==> src/core/dbp_pkg.sv <==
// Package for the dual-branch PLL clock select block: register map, field positions,
// oscillator codes, frequency tables and timing counts.
// Assumes a 200 MHz control clock and a 32-bit APB register bus.
package dbp_pkg;
  localparam int         CLK_MHZ          = 200;
  localparam logic [7:0] ADDR_OSC_CTRL    = 8'h00;
  localparam logic [7:0] ADDR_PLL_CFG     = 8'h04;
  localparam logic [7:0] ADDR_STATUS      = 8'h08;

  // Oscillator control fields.
  localparam int NEW_OSC_LSB  = 0;
  localparam int CUR_OSC_LSB  = 4;
  localparam int SW_REQ_BIT   = 8;
  localparam int RC_8MHZ_BIT  = 9;
  // PLL configuration fields.
  localparam int MULT_LSB     = 0;
  localparam int DIV_LSB      = 4;
  localparam int PRI_FREQ_LSB = 8;
  // Status fields.
  localparam int STS_FREQ_LSB = 0;
  localparam int STS_BUSY_BIT = 8;
  localparam int STS_LOCK_BIT = 9;
  localparam int STS_ERR_BIT  = 10;
  localparam int STS_USB_BIT  = 11;

  // Oscillator select codes.
  localparam logic [2:0] OSC_FRC     = 3'h0;
  localparam logic [2:0] OSC_FRC_PLL = 3'h1;
  localparam logic [2:0] OSC_PRI     = 3'h2;
  localparam logic [2:0] OSC_PRI_PLL = 3'h3;

  // Multiplier codes: 4'h0..4'h7 run the 96 MHz branch, these three the fixed branch.
  localparam logic [3:0] MULT_FIXED_X4 = 4'h8;
  localparam logic [3:0] MULT_FIXED_X6 = 4'h9;
  localparam logic [3:0] MULT_FIXED_X8 = 4'ha;

  localparam logic [7:0] PLL96_MHZ       = 8'h60;
  localparam logic [7:0] USB_MHZ         = 8'h30;
  localparam logic [7:0] SYSCLK_MAX_MHZ  = 8'h20;
  localparam logic [7:0] FIN_MIN_MHZ     = 8'h04;
  localparam logic [7:0] PRI_MAX_MHZ     = 8'h30;
  localparam logic [7:0] FRC_LO_MHZ      = 8'h04;
  localparam logic [7:0] FRC_HI_MHZ      = 8'h08;
  localparam logic [7:0] RESET_SYSCLK_MHZ = 8'h04;

  // Required input frequency per 96 MHz branch multiplier code 0..7.
  localparam logic [7:0] PLL96_FIN_MHZ [8] = '{8'h04, 8'h08, 8'h0c, 8'h10,
                                               8'h14, 8'h18, 8'h20, 8'h30};

  // Timing: output gate-off time and PLL settle time.
  localparam int GATE_TIME_NS = 20;
  localparam int LOCK_TIME_US = 2;
  localparam int GATE_CYC     = (GATE_TIME_NS * CLK_MHZ + 999) / 1000;
  localparam int LOCK_CYC     = LOCK_TIME_US * CLK_MHZ;
  localparam int CNT_W        = 10;

  // System clock routing.
  localparam logic [1:0] BR_DIRECT = 2'h0;
  localparam logic [1:0] BR_FIXED  = 2'h1;
  localparam logic [1:0] BR_PLL96  = 2'h2;

  typedef enum logic [1:0] {
    ST_IDLE     = 2'b00,
    ST_GATE_OFF = 2'b01,
    ST_LOCK     = 2'b10
  } dbp_state_e;
endpackage : dbp_pkg

==> src/core/dbp_clock_select.sv <==
// Clock select controller for a PLL with a fixed-multiplier branch and a 96 MHz branch.
// Assumes an APB master on clk; oscillator ready pins are asynchronous and synchronised here.
`timescale 1ns/10ps
`default_nettype none
module dbp_clock_select #(
  parameter bit HAS_USB = 1'b1
) (
  input  wire logic        clk,
  input  wire logic        reset,
  input  wire logic        psel,
  input  wire logic        penable,
  input  wire logic        pwrite,
  input  wire logic [7:0]  paddr,
  input  wire logic [31:0] pwdata,
  output logic      [31:0] prdata,
  output logic             pready,
  output logic             pslverr,
  input  wire logic        primary_osc_ready,
  input  wire logic        fast_rc_oscillator_ready,
  output logic      [1:0]  sysclk_branch_sel,
  output logic             sysclk_gate_en,
  output logic      [7:0]  sysclk_freq_mhz,
  output logic      [7:0]  fixed_ref_freq_mhz,
  output logic             pll96_ref_valid,
  output logic             usb_clk_valid,
  output logic             rc_self_tune_req
);

  // Software registers.
  logic [2:0] new_osc_select_r;
  logic [2:0] current_osc_select_r;
  logic       switch_req_r;
  logic       rc_8mhz_r;
  logic [3:0] pll_multiplier_code_r;
  logic [1:0] sysclk_divider_select_r;
  logic [5:0] pri_freq_r;
  logic       cfg_err_r;

  // Switch engine state.
  dbp_pkg::dbp_state_e state_r;
  dbp_pkg::dbp_state_e state_nxt;
  logic [dbp_pkg::CNT_W-1:0] cnt_r;
  logic [1:0] act_branch_r;
  logic [2:0] act_osc_r;
  logic [7:0] act_freq_r;
  logic [7:0] act_fixed_r;
  logic       locked_r;

  // Two-flop synchronisers for the oscillator ready pins.
  logic [1:0] pri_sync_r;
  logic [1:0] frc_sync_r;

  // APB decode.
  wire        apb_acc   = psel & penable;
  wire        wr_osc    = apb_acc & pwrite & (paddr == dbp_pkg::ADDR_OSC_CTRL);
  wire        wr_cfg    = apb_acc & pwrite & (paddr == dbp_pkg::ADDR_PLL_CFG);
  wire        wr_sts    = apb_acc & pwrite & (paddr == dbp_pkg::ADDR_STATUS);
  wire        hit_osc   = (paddr == dbp_pkg::ADDR_OSC_CTRL);
  wire        hit_cfg   = (paddr == dbp_pkg::ADDR_PLL_CFG);
  wire        hit_sts   = (paddr == dbp_pkg::ADDR_STATUS);
  wire        hit_any   = hit_osc | hit_cfg | hit_sts;

  // Requested configuration, evaluated before a switch is allowed to start.
  wire        req_use_frc = (new_osc_select_r == dbp_pkg::OSC_FRC) |
                            (new_osc_select_r == dbp_pkg::OSC_FRC_PLL);
  wire        req_use_pll = (new_osc_select_r == dbp_pkg::OSC_FRC_PLL) |
                            (new_osc_select_r == dbp_pkg::OSC_PRI_PLL);
  wire        req_known   = (new_osc_select_r == dbp_pkg::OSC_FRC) |
                            (new_osc_select_r == dbp_pkg::OSC_PRI) | req_use_pll;
  wire [7:0]  req_fin     = req_use_frc ?
                            (rc_8mhz_r ? dbp_pkg::FRC_HI_MHZ : dbp_pkg::FRC_LO_MHZ) :
                            {2'h0, pri_freq_r};
  wire        req_is96    = ~pll_multiplier_code_r[3];
  wire        req_x4      = (pll_multiplier_code_r == dbp_pkg::MULT_FIXED_X4);
  wire        req_x6      = (pll_multiplier_code_r == dbp_pkg::MULT_FIXED_X6);
  wire        req_x8      = (pll_multiplier_code_r == dbp_pkg::MULT_FIXED_X8);
  wire [9:0]  fin_w       = {2'h0, req_fin};
  wire [9:0]  req_fout    = req_x4 ? {fin_w[7:0], 2'h0} :
                            req_x6 ? ({fin_w[7:0], 2'h0} + {fin_w[8:0], 1'h0}) :
                            {fin_w[6:0], 3'h0};
  wire [7:0]  req_fin96   = dbp_pkg::PLL96_FIN_MHZ[pll_multiplier_code_r[2:0]];
  wire [7:0]  req_div96   = dbp_pkg::SYSCLK_MAX_MHZ >> sysclk_divider_select_r;
  wire        pri_ok      = (req_fin[1:0] == 2'h0) & (req_fin >= dbp_pkg::FIN_MIN_MHZ) &
                            (req_fin <= dbp_pkg::PRI_MAX_MHZ);
  wire        ok96        = req_is96 & (req_fin == req_fin96);
  wire        okfix       = (req_x4 | req_x6 | req_x8) &
                            (req_fout <= {2'h0, dbp_pkg::SYSCLK_MAX_MHZ});
  wire        req_valid   = req_known & (~req_use_pll |
                            ((req_use_frc | pri_ok) & (ok96 | okfix)));
  wire [1:0]  req_branch  = ~req_use_pll ? dbp_pkg::BR_DIRECT :
                            (req_is96 ? dbp_pkg::BR_PLL96 : dbp_pkg::BR_FIXED);
  // A direct primary source above 32 MHz is also refused so sysclk stays in range.
  wire        req_in_range = req_use_pll | (req_fin <= dbp_pkg::SYSCLK_MAX_MHZ);
  wire [7:0]  req_sysclk  = ~req_use_pll ? req_fin :
                            (req_is96 ? req_div96 : req_fout[7:0]);

  wire src_ready = (act_osc_r == dbp_pkg::OSC_FRC) | (act_osc_r == dbp_pkg::OSC_FRC_PLL) ?
                   frc_sync_r[1] : pri_sync_r[1];
  wire cnt_zero  = (cnt_r == '0);
  wire start_sw  = (state_r == dbp_pkg::ST_IDLE) & switch_req_r & req_valid & req_in_range;
  wire reject_sw = (state_r == dbp_pkg::ST_IDLE) & switch_req_r & ~(req_valid & req_in_range);
  wire done_sw   = (state_r == dbp_pkg::ST_LOCK) & cnt_zero & src_ready;
  wire gate_hit  = (state_r == dbp_pkg::ST_GATE_OFF) & cnt_zero;

  always_comb begin
    state_nxt = state_r;
    case (state_r)
      dbp_pkg::ST_IDLE: begin
        if (start_sw) begin
          state_nxt = dbp_pkg::ST_GATE_OFF;
        end
      end
      dbp_pkg::ST_GATE_OFF: begin
        if (cnt_zero) begin
          state_nxt = dbp_pkg::ST_LOCK;
        end
      end
      dbp_pkg::ST_LOCK: begin
        if (done_sw) begin
          state_nxt = dbp_pkg::ST_IDLE;
        end
      end
      default: begin
        state_nxt = dbp_pkg::ST_IDLE;
      end
    endcase
  end

  always_ff @(posedge clk or posedge reset) begin
    if (reset) begin
      pri_sync_r <= 2'h0;
      frc_sync_r <= 2'h0;
    end else begin
      pri_sync_r <= {pri_sync_r[0], primary_osc_ready};
      frc_sync_r <= {frc_sync_r[0], fast_rc_oscillator_ready};
    end
  end

  // Register file. Hardware events win over a software clear in the same cycle.
  always_ff @(posedge clk or posedge reset) begin
    if (reset) begin
      new_osc_select_r        <= dbp_pkg::OSC_FRC;
      rc_8mhz_r               <= 1'b0;
      switch_req_r            <= 1'b0;
      pll_multiplier_code_r   <= 4'h0;
      sysclk_divider_select_r <= 2'h0;
      pri_freq_r              <= 6'h00;
      cfg_err_r               <= 1'b0;
    end else begin
      if (wr_osc) begin
        new_osc_select_r <= pwdata[dbp_pkg::NEW_OSC_LSB +: 3];
        rc_8mhz_r        <= pwdata[dbp_pkg::RC_8MHZ_BIT];
      end
      if (wr_cfg) begin
        pll_multiplier_code_r   <= pwdata[dbp_pkg::MULT_LSB +: 4];
        sysclk_divider_select_r <= pwdata[dbp_pkg::DIV_LSB +: 2];
        pri_freq_r              <= pwdata[dbp_pkg::PRI_FREQ_LSB +: 6];
      end
      switch_req_r <= (wr_osc & pwdata[dbp_pkg::SW_REQ_BIT]) |
                      (switch_req_r & ~(done_sw | reject_sw));
      cfg_err_r    <= reject_sw | (cfg_err_r & ~(wr_sts & pwdata[dbp_pkg::STS_ERR_BIT]));
    end
  end

  always_ff @(posedge clk or posedge reset) begin
    if (reset) begin
      state_r <= dbp_pkg::ST_IDLE;
      cnt_r   <= '0;
    end else begin
      state_r <= state_nxt;
      if (start_sw) begin
        cnt_r <= dbp_pkg::CNT_W'(dbp_pkg::GATE_CYC - 1);
      end else if (gate_hit) begin
        cnt_r <= dbp_pkg::CNT_W'(dbp_pkg::LOCK_CYC - 1);
      end else if (!cnt_zero) begin
        cnt_r <= cnt_r - 1'b1;
      end
    end
  end

  // The new configuration is captured at the start of a switch, so later writes
  // cannot disturb a switch already in flight.
  always_ff @(posedge clk or posedge reset) begin
    if (reset) begin
      act_branch_r <= dbp_pkg::BR_DIRECT;
      act_osc_r    <= dbp_pkg::OSC_FRC;
      act_freq_r   <= dbp_pkg::RESET_SYSCLK_MHZ;
      act_fixed_r  <= 8'h00;
    end else if (start_sw) begin
      act_branch_r <= req_branch;
      act_osc_r    <= new_osc_select_r;
      act_freq_r   <= req_sysclk;
      act_fixed_r  <= (req_use_pll & ~req_is96) ? req_fout[7:0] : 8'h00;
    end
  end

  // The gate drops before the selector moves and rises only after the source has
  // settled, so the consumer never sees a runt pulse from either branch.
  always_ff @(posedge clk or posedge reset) begin
    if (reset) begin
      sysclk_gate_en       <= 1'b1;
      sysclk_branch_sel    <= dbp_pkg::BR_DIRECT;
      current_osc_select_r <= dbp_pkg::OSC_FRC;
      sysclk_freq_mhz      <= dbp_pkg::RESET_SYSCLK_MHZ;
      fixed_ref_freq_mhz   <= 8'h00;
      locked_r             <= 1'b0;
      pll96_ref_valid      <= 1'b0;
      usb_clk_valid        <= 1'b0;
      rc_self_tune_req     <= 1'b0;
    end else begin
      if (start_sw) begin
        sysclk_gate_en  <= 1'b0;
        locked_r        <= 1'b0;
        pll96_ref_valid <= 1'b0;
        usb_clk_valid   <= 1'b0;
      end
      if (gate_hit) begin
        sysclk_branch_sel <= act_branch_r;
      end
      if (done_sw) begin
        sysclk_gate_en       <= 1'b1;
        current_osc_select_r <= act_osc_r;
        sysclk_freq_mhz      <= act_freq_r;
        fixed_ref_freq_mhz   <= act_fixed_r;
        locked_r             <= (act_branch_r != dbp_pkg::BR_DIRECT);
        pll96_ref_valid      <= (act_branch_r == dbp_pkg::BR_PLL96);
        usb_clk_valid        <= HAS_USB & (act_branch_r == dbp_pkg::BR_PLL96);
        rc_self_tune_req     <= (act_branch_r == dbp_pkg::BR_PLL96) &
                                (act_osc_r == dbp_pkg::OSC_FRC_PLL);
      end
    end
  end

  // Read data; unmapped addresses answer with an error and zero data.
  wire [31:0] rd_osc = {22'h0, rc_8mhz_r, switch_req_r, 1'b0, current_osc_select_r,
                        1'b0, new_osc_select_r};
  wire [31:0] rd_cfg = {18'h0, pri_freq_r, 2'h0, sysclk_divider_select_r,
                        pll_multiplier_code_r};
  wire [31:0] rd_sts = {20'h0, usb_clk_valid, cfg_err_r, locked_r,
                        (state_r != dbp_pkg::ST_IDLE), sysclk_freq_mhz};

  assign prdata  = hit_osc ? rd_osc : hit_cfg ? rd_cfg : hit_sts ? rd_sts : 32'h0;
  assign pready  = 1'b1;
  assign pslverr = psel & penable & ~hit_any;

endmodule : dbp_clock_select
`default_nettype wire

==> config.mk <==
export PLATFORM = sky130hd
export DESIGN_NAME = dbp_clock_select
export DESIGN_NICKNAME = d
export VERILOG_FILES = /design/src/core/dbp_pkg.sv /design/src/core/dbp_clock_select.sv
export SDC_FILE = /design/constraint.sdc
export NUM_CORES = 1
export LEC_CHECK = 0
export BUFFER_PORTS_ARGS = -buffer_cell sky130_fd_sc_hd__buf_2
export CORE_UTILIZATION = 35
export DETAILED_ROUTE_END_ITERATION = 8
export RECOVER_POWER = 25
export SETUP_SLACK_MARGIN = 0.4
export SKIP_CTS_REPAIR_TIMING = 1
export SLEW_MARGIN = 20
export SYNTH_ARGS = -nofsm -noshare
export SYNTH_HDL_FRONTEND = slang
export SYNTH_SLANG_ARGS = --single-unit
==> constraint.sdc <==
create_clock -name clk -period 4.8 [get_ports clk]
set_input_delay 0.24 -clock clk [delete_from_list [all_inputs] [get_ports clk]]
set_output_delay 0.24 -clock clk [all_outputs]
set_load 0.02 [all_outputs]
Yosys cells after proc, flatten, opt, wreduce, memory -nomap -nowiden. Memories as Yosys holds them, arrays and structs flattened. Cells that the tools add are included. W data, S select, Z words.

Bitwise logic cells: 49. Eq/ne operators: 17. Reduce and logical (&&, ||, !) cells: 10. $add $sub $neg: 2. Shift-type cells: 1. Order comparisons: 5. Multiplexer cells: 26.

Operator list (number): $mux W8 (5); $mux W10 (3); $mux W14 (2); $and A1 B1 Y1 (26); $mux W9 (2); $or A1 B1 Y1 (16); $eq A4 B4 Y1 const B (3); $le A6 B6 Y1 const B (2); $mux W12 (1); $logic_not A10 Y1 (1); $mux W2 (5); $sub A10 B1 Y10 const B (1); $add A8 B7 Y9 (1); $le A9 B6 Y1 const B (1); $eq A6 B8 Y1 (1); $eq A8 B3 Y1 const B (1); $eq A8 B4 Y1 const B (1); $logic_not A8 Y1 (1); $shr A6 B2 Y8 const A (1); $eq A3 B1 Y1 const B (2); $eq A3 B2 Y1 const B (2); $ge A6 B3 Y1 const B (1); $logic_not A3 Y1 (2); $mux W6 (1); 13 further kinds (28).

Word-level logic and storage cells: 134. ROM bits: 64. Register bits after elaboration: 80. Memories: 1.

Memories: (name not given) (depth 8, width 8, rd ports 1, clocked after Yosys merged registers in 0, write ports 0, line dbp_clock_select.sv:81) `wire [7:0] req_fin96 = dbp_pkg::PLL96_FIN_MHZ[pll_multiplier_code_r[2:0]];`.

Depth between registers and ports, before layout.
Word-level depth: 19. Depth in mapped cells: 14.

Worst setup path before layout. Ideal clock, no wire load.

Kind: flip-flop to flip-flop. From: register new_osc_select_r[2]. To: register act_freq_r[1]. Setup time: 0.125 ns. Stages on the path, launching flop included: 13. Slack: 1.087 ns. Arrival: 3.588 ns. Cell sequence: dfrtp_1 or2_1 buf_2 o21ai_1 ha_1 o2111a_1 a2111o_1 o2111ai_1 or3b_1 a2111oi_4 nor2_2 buf_6 mux2_4.

Longest elaborated chain between the ends: 14.

Ends and longest elaborated chain: start, declared (line dbp_clock_select.sv:30) `logic [2:0] new_osc_select_r;`; start signal, assigned (line dbp_clock_select.sv:142) `new_osc_select_r <= dbp_pkg::OSC_FRC;`; start signal, assigned (line dbp_clock_select.sv:151) `new_osc_select_r <= pwdata[dbp_pkg::NEW_OSC_LSB +: 3];`; $eq A3 B1 Y1 / $logic_not A3 Y1 (equally long branches); $or A1 B1 Y1 (line dbp_clock_select.sv:64) `wire req_use_frc = (new_osc_select_r == dbp_pkg::OSC_FRC) |`; $mux W6 (line dbp_clock_select.sv:70) `wire [7:0] req_fin = req_use_frc ?`; $add A8 B7 Y9 (line dbp_clock_select.sv:79) `req_x6 ? ({fin_w[7:0], 2'h0} + {fin_w[8:0], 1'h0}) :`; $mux W9 (line dbp_clock_select.sv:79); $mux W9 (line dbp_clock_select.sv:78) `wire [9:0] req_fout = req_x4 ? {fin_w[7:0], 2'h0} :`; $le A9 B6 Y1 (line dbp_clock_select.sv:87) `(req_fout <= {2'h0, dbp_pkg::SYSCLK_MAX_MHZ});`; $and A1 B1 Y1 (line dbp_clock_select.sv:86) `wire okfix = (req_x4 | req_x6 | req_x8) &`; $or A1 B1 Y1 (line dbp_clock_select.sv:89) `((req_use_frc | pri_ok) & (ok96 | okfix)));`; $and A1 B1 Y1 (line dbp_clock_select.sv:89); $or A1 B1 Y1 (line dbp_clock_select.sv:88) `wire req_valid = req_known & (~req_use_pll |`; $and A1 B1 Y1 (line dbp_clock_select.sv:88); $and A1 B1 Y1 (2 in series) (line dbp_clock_select.sv:100) `wire start_sw = (state_r == dbp_pkg::ST_IDLE) & switch_req_r & req_valid & req_in_range;`; end signal, assigned (line dbp_clock_select.sv:187) `act_freq_r <= dbp_pkg::RESET_SYSCLK_MHZ;`; end signal, assigned (line dbp_clock_select.sv:192) `act_freq_r <= req_sysclk;`; end, declared (line dbp_clock_select.sv:45) `logic [7:0] act_freq_r;`.

Several ways; a longest one is shown, not always the timed one. A chain may end at the register's enable or synchronous reset.

Final worst setup path.
From: register new_osc_select_r[2]. To: register act_freq_r[5].

The elaborated chain is that of the path after synthesis.

==> summary.md <==
| Metric | Value |
|---|---|
| Cell with the largest stage delay on the worst path | `sky130_fd_sc_hd__a211oi_1` |
| Kind of critical path | `reg2reg` |
| Clk_lat worst skew | `0.34 ns` |
| Fmax | `0.252 GHz` |
| Switching Share | `27.9%` |
| Min-delay src | `pwdata[11]` |
| Unrepaired setup endpoints after global routing | `false` |
| Reported max-cap violation count | `0` |
| Post-synth ARST share | `100%` |
| Final Hold Fails | `0` |
| Area growth syn-to-layout | `15.6%` |
| Arrival @ worst endpoint | `4.18 ns` |
| Post-layout power | `approximately 1.8 mW` |
| Post-Place Worst Slack | `0.573 ns` |
| End of the worst hold path | `pri_freq_r[3]` |
| Relative slew slack | `34.5%` |
| Grt met2 use | `25.7%` |
| ANT cells | `0` |
| Internal Pwr Total | `about 1.3 mW` |
| Reg-to-reg startpoint | `new_osc_select_r[2]` |
| Total of warnings raised by yosys | `0` |
| Switching Power | `0.509 mW` |
| Count of buffering cells on the critical path with inverters included | `0` |
| Most heavily used metal layer in global routing | `met2` |
| Max-slew violation count | `0` |
| Maximum cell stage delay along the critical path | `0.53 ns` |
| Antenna-violating nets left | `0` |
| Number of clock sinks | `78` |
| Die H | `116 um` |
| Number of cells on the worst reg-to-reg path | `10` |
| Endpoint of the lowest-slack register-to-register path | `act_freq_r[5]` |
| Smallest setup slack after layout | `around 0.84 ns` |
| Post-synth EDFFs | `0` |
| Slew of the pin with the lowest slew margin | `~1 ns` |
| Final setup violation count | `0` |
| Hold depth | `2` |
| Min cycle time layout | `about 4 ns` |
| Clock transition at the register clock pins on the worst setup and hold paths after CTS | `0.06 ns` |
| Tcrit/Tclk final | `82.5%` |
| M1 GR Usage | `25.0%` |
| Top post-synthesis cells by area | `sky130_fd_sc_hd__dfrtp_1, sky130_fd_sc_hd__mux2_2, sky130_fd_sc_hd__mux2i_1` |
| Total overflow reported by the global router | `0` |
| Number of vias after detailed routing | `3570` |
| Initial Util | `36.1%` |
| Nets | `572` |
| Total half-perimeter wirelength after legalization and detailed placement | `8.20 mm` |
| Die Area | `between 0.01 and 0.015 mm^2` |
| Run status | `complete, no violations` |
| Cell taking the most area after synthesis | `sky130_fd_sc_hd__dfrtp_1` |
| Layout cells sized above 1 | `between 20% and 30%` |
| Sequential cell fraction of total power | `42.1%` |
| Library cells used by synthesis | `67` |
| Total wirelength of the detailed-routed design | `11.2 mm` |
| Portion of total power attributed to the clock network | `39.7%` |
| Post-synthesis sequential area ratio | `between 40% and 50%` |
| Synth top area share | `41.1%` |
| Hold/Removal Path Class | `in2reg` |
| H-tree levels | `3` |
| Initial DRC Count | `210` |
| Average wire length per cell after detail routing | `16.2 um` |
| Pin count of the biggest net entering global routing | `79` |
| Category of cells accounting for the largest share of critical-path delay | `simple AND/OR/NAND/NOR gates` |
| Top FF cell, synth | `sky130_fd_sc_hd__dfrtp_1` |
| Wire length of the first global-routing pass | `17.7 mm` |
| Top Ports | `about 100` |
| Maximum clock path buffer count | `2` |
| Per-instance average area after synthesis | `10.0 um^2` |
| Data required time at the worst endpoint | `around 5.0 ns` |
| Setup Total Neg Slack | `0 ns` |
| Post-route clock skew | `0.00698 ns` |
| Via count of the first global-routing pass | `~3300` |
| Core Area | `approximately 0.013 mm^2` |
| Startpoint Class | `register` |
| Port Buf Inserts | `62` |
| Number of DRC violations after detailed routing | `0` |
| Leakage power | `2.63 nW` |
| Clk Tree Root Cell | `sky130_fd_sc_hd__clkbuf_16` |
| Post-Route Utilization | `41.7%` |
| Setup crit end kind | `register` |
| GRT met3 Usage | `3.79%` |
| Pre-Repair DR Iteration Count | `4` |
| Register-to-register setup slack | `0.84 ns` |
| Worst-path maximum fanout | `22` |
| Final hold slack | `around 0.13 ns` |
| Series of cell instances along the critical path | `or2_1 > a21o_1 > ha_1 > nand2_1 > a211oi_1 > mux2i_1 > nor2_1 > a2111oi_4 > nor2_4 > mux2_2` |
| Overall routing resource usage | `17.3%` |
| Cell Area, Synth | `0.00457 mm^2` |
| Clock buffer count from CTS | `9` |
| Number of cells produced by synthesis | `456` |
| Die W | `116 um` |
| Number of register bits inferred by synthesis | `78` |
| Worst vdd ir | `159 uV` |
| Share of power burned in combinational logic | `18.2%` |
| Power Density | `345 mW/mm^2` |
| TritonCTS clock tree | `yes` |
| Number of antenna violations at the first check in global routing | `0` |
| Weighted congestion reported at the end of routability-driven placement | `0.861` |
| Row Count | `between 40 and 50` |
| Vias per inst | `5.18` |
==> synthesized netlist by cell type, drive strengths merged (3+ instances only) <==
master / instances
dfrtp: 75
mux2: 41
nor2: 36
nand2: 35
buf: 31
o21ai: 25
a21oi: 21
mux2i: 18
nor3: 16
ha: 13
inv: 13
clkbuf: 12
nor2b: 8
or3: 7
xnor2: 7
and2: 6
nand2b: 6
and3: 5
a211oi: 4
a22oi: 4
or2: 4
or4: 4
a31o: 3
a31oi: 3
dfstp: 3
nand3b: 3
nand4: 3
nor3b: 3
nor4bb: 3
o211ai: 3
o221ai: 3
o22ai: 3
o31ai: 3
==> registers in the layout, indices dropped and copies added (netlist names), 2 cells and up <==
register and cells:
frc_sync_r 2, cnt_r 10, act_fixed_r 7, act_branch_r 2
new_osc_select_r 3, act_freq_r 8, sysclk_divider_select_r 2, fixed_ref_freq_mhz 7
sysclk_branch_sel 2, pll_multiplier_code_r 4, pri_sync_r 2, act_osc_r 3
sysclk_freq_mhz 8, current_osc_select_r 3, state_r 2, pri_freq_r 6
==> worst max path at each step <==
stage	from	endpoint	slack (ns)	cells past startpoint
6_report	new_osc_select_r[2]	act_freq_r[5]	0.84	10
5_1_grt	new_osc_select_r[2]	act_freq_r[4]	0.67	10
4_1_cts	new_osc_select_r[2]	act_freq_r[5]	0.54	10
3_5_place_dp	new_osc_select_r[2]	act_freq_r[5]	0.57	10
3_3_place_gp	new_osc_select_r[2]	act_osc_r[1]	0.59	10
2_1_floorplan	new_osc_select_r[2]	act_freq_r[1]	1.09	12
==> through the flow <==
stage	cells	cell area, um^2
finish	689	5280
global route	689	5280
CTS	687	5260
detailed placement	671	4940
global placement	670	4930
floorplan	474	4640
==> logic make-up (layout without fill, tap and decap cells) <==
kind of cell    count (synthesis)  count (layout)  share of synthesized area, %
other cells                     2              20                         0.164
buf+inv                        57             100                          7.17
simple gates                  149             149                          17.2
flops                          78              78                          42.8
fa+ha+maj                      13              13                          3.56
mux                            59              59                          14.4
compound gates                 90              90                          13.2
xor+xnor                        8               8                          1.53
==> placed cells by master (no fill, tap or decap), types with 9 or more instances in the layout <==
master                      instances
sky130_fd_sc_hd__nor2_1            35
sky130_fd_sc_hd__nor3_1            16
sky130_fd_sc_hd__ha_1              13
sky130_fd_sc_hd__o21ai_0           21
sky130_fd_sc_hd__inv_1             12
sky130_fd_sc_hd__mux2i_1           18
sky130_fd_sc_hd__mux2_2            37
sky130_fd_sc_hd__clkbuf_16          9
sky130_fd_sc_hd__buf_2             62
sky130_fd_sc_hd__nand2_1           34
sky130_fd_sc_hd__dfrtp_1           75
sky130_fd_sc_hd__conb_1            20
sky130_fd_sc_hd__a21oi_1           21
==> routing by layer <==
layer | vias to the layer above | routed length [um]
li1 | 1703 | -
met1 | 1731 | 5530
met2 | 123 | 4950
met3 | 13 | 527
met4 | 0 | 150
met5 | - | 0
==> cell type report <==
class                      count  area (um^2)
fill                        1235         7390
multi-input combinational    339         2360
sequential                    78         1960
timing repair buffer          70          383
clock buffer                  12          246
tap                          172          215
clock inverter                 4         70.1
inverter                      14         52.6
==> power by group through the flow <==
stage               sequential, mW  clock, mW  combinational (mW)
floorplan                    0.763          0               0.278
global placement             0.774          0               0.322
detailed placement           0.778          0               0.328
CTS                          0.766      0.739               0.331
global route                 0.775      0.771               0.373
finish                       0.766      0.723               0.331
(Power assumes the default switching activity.)
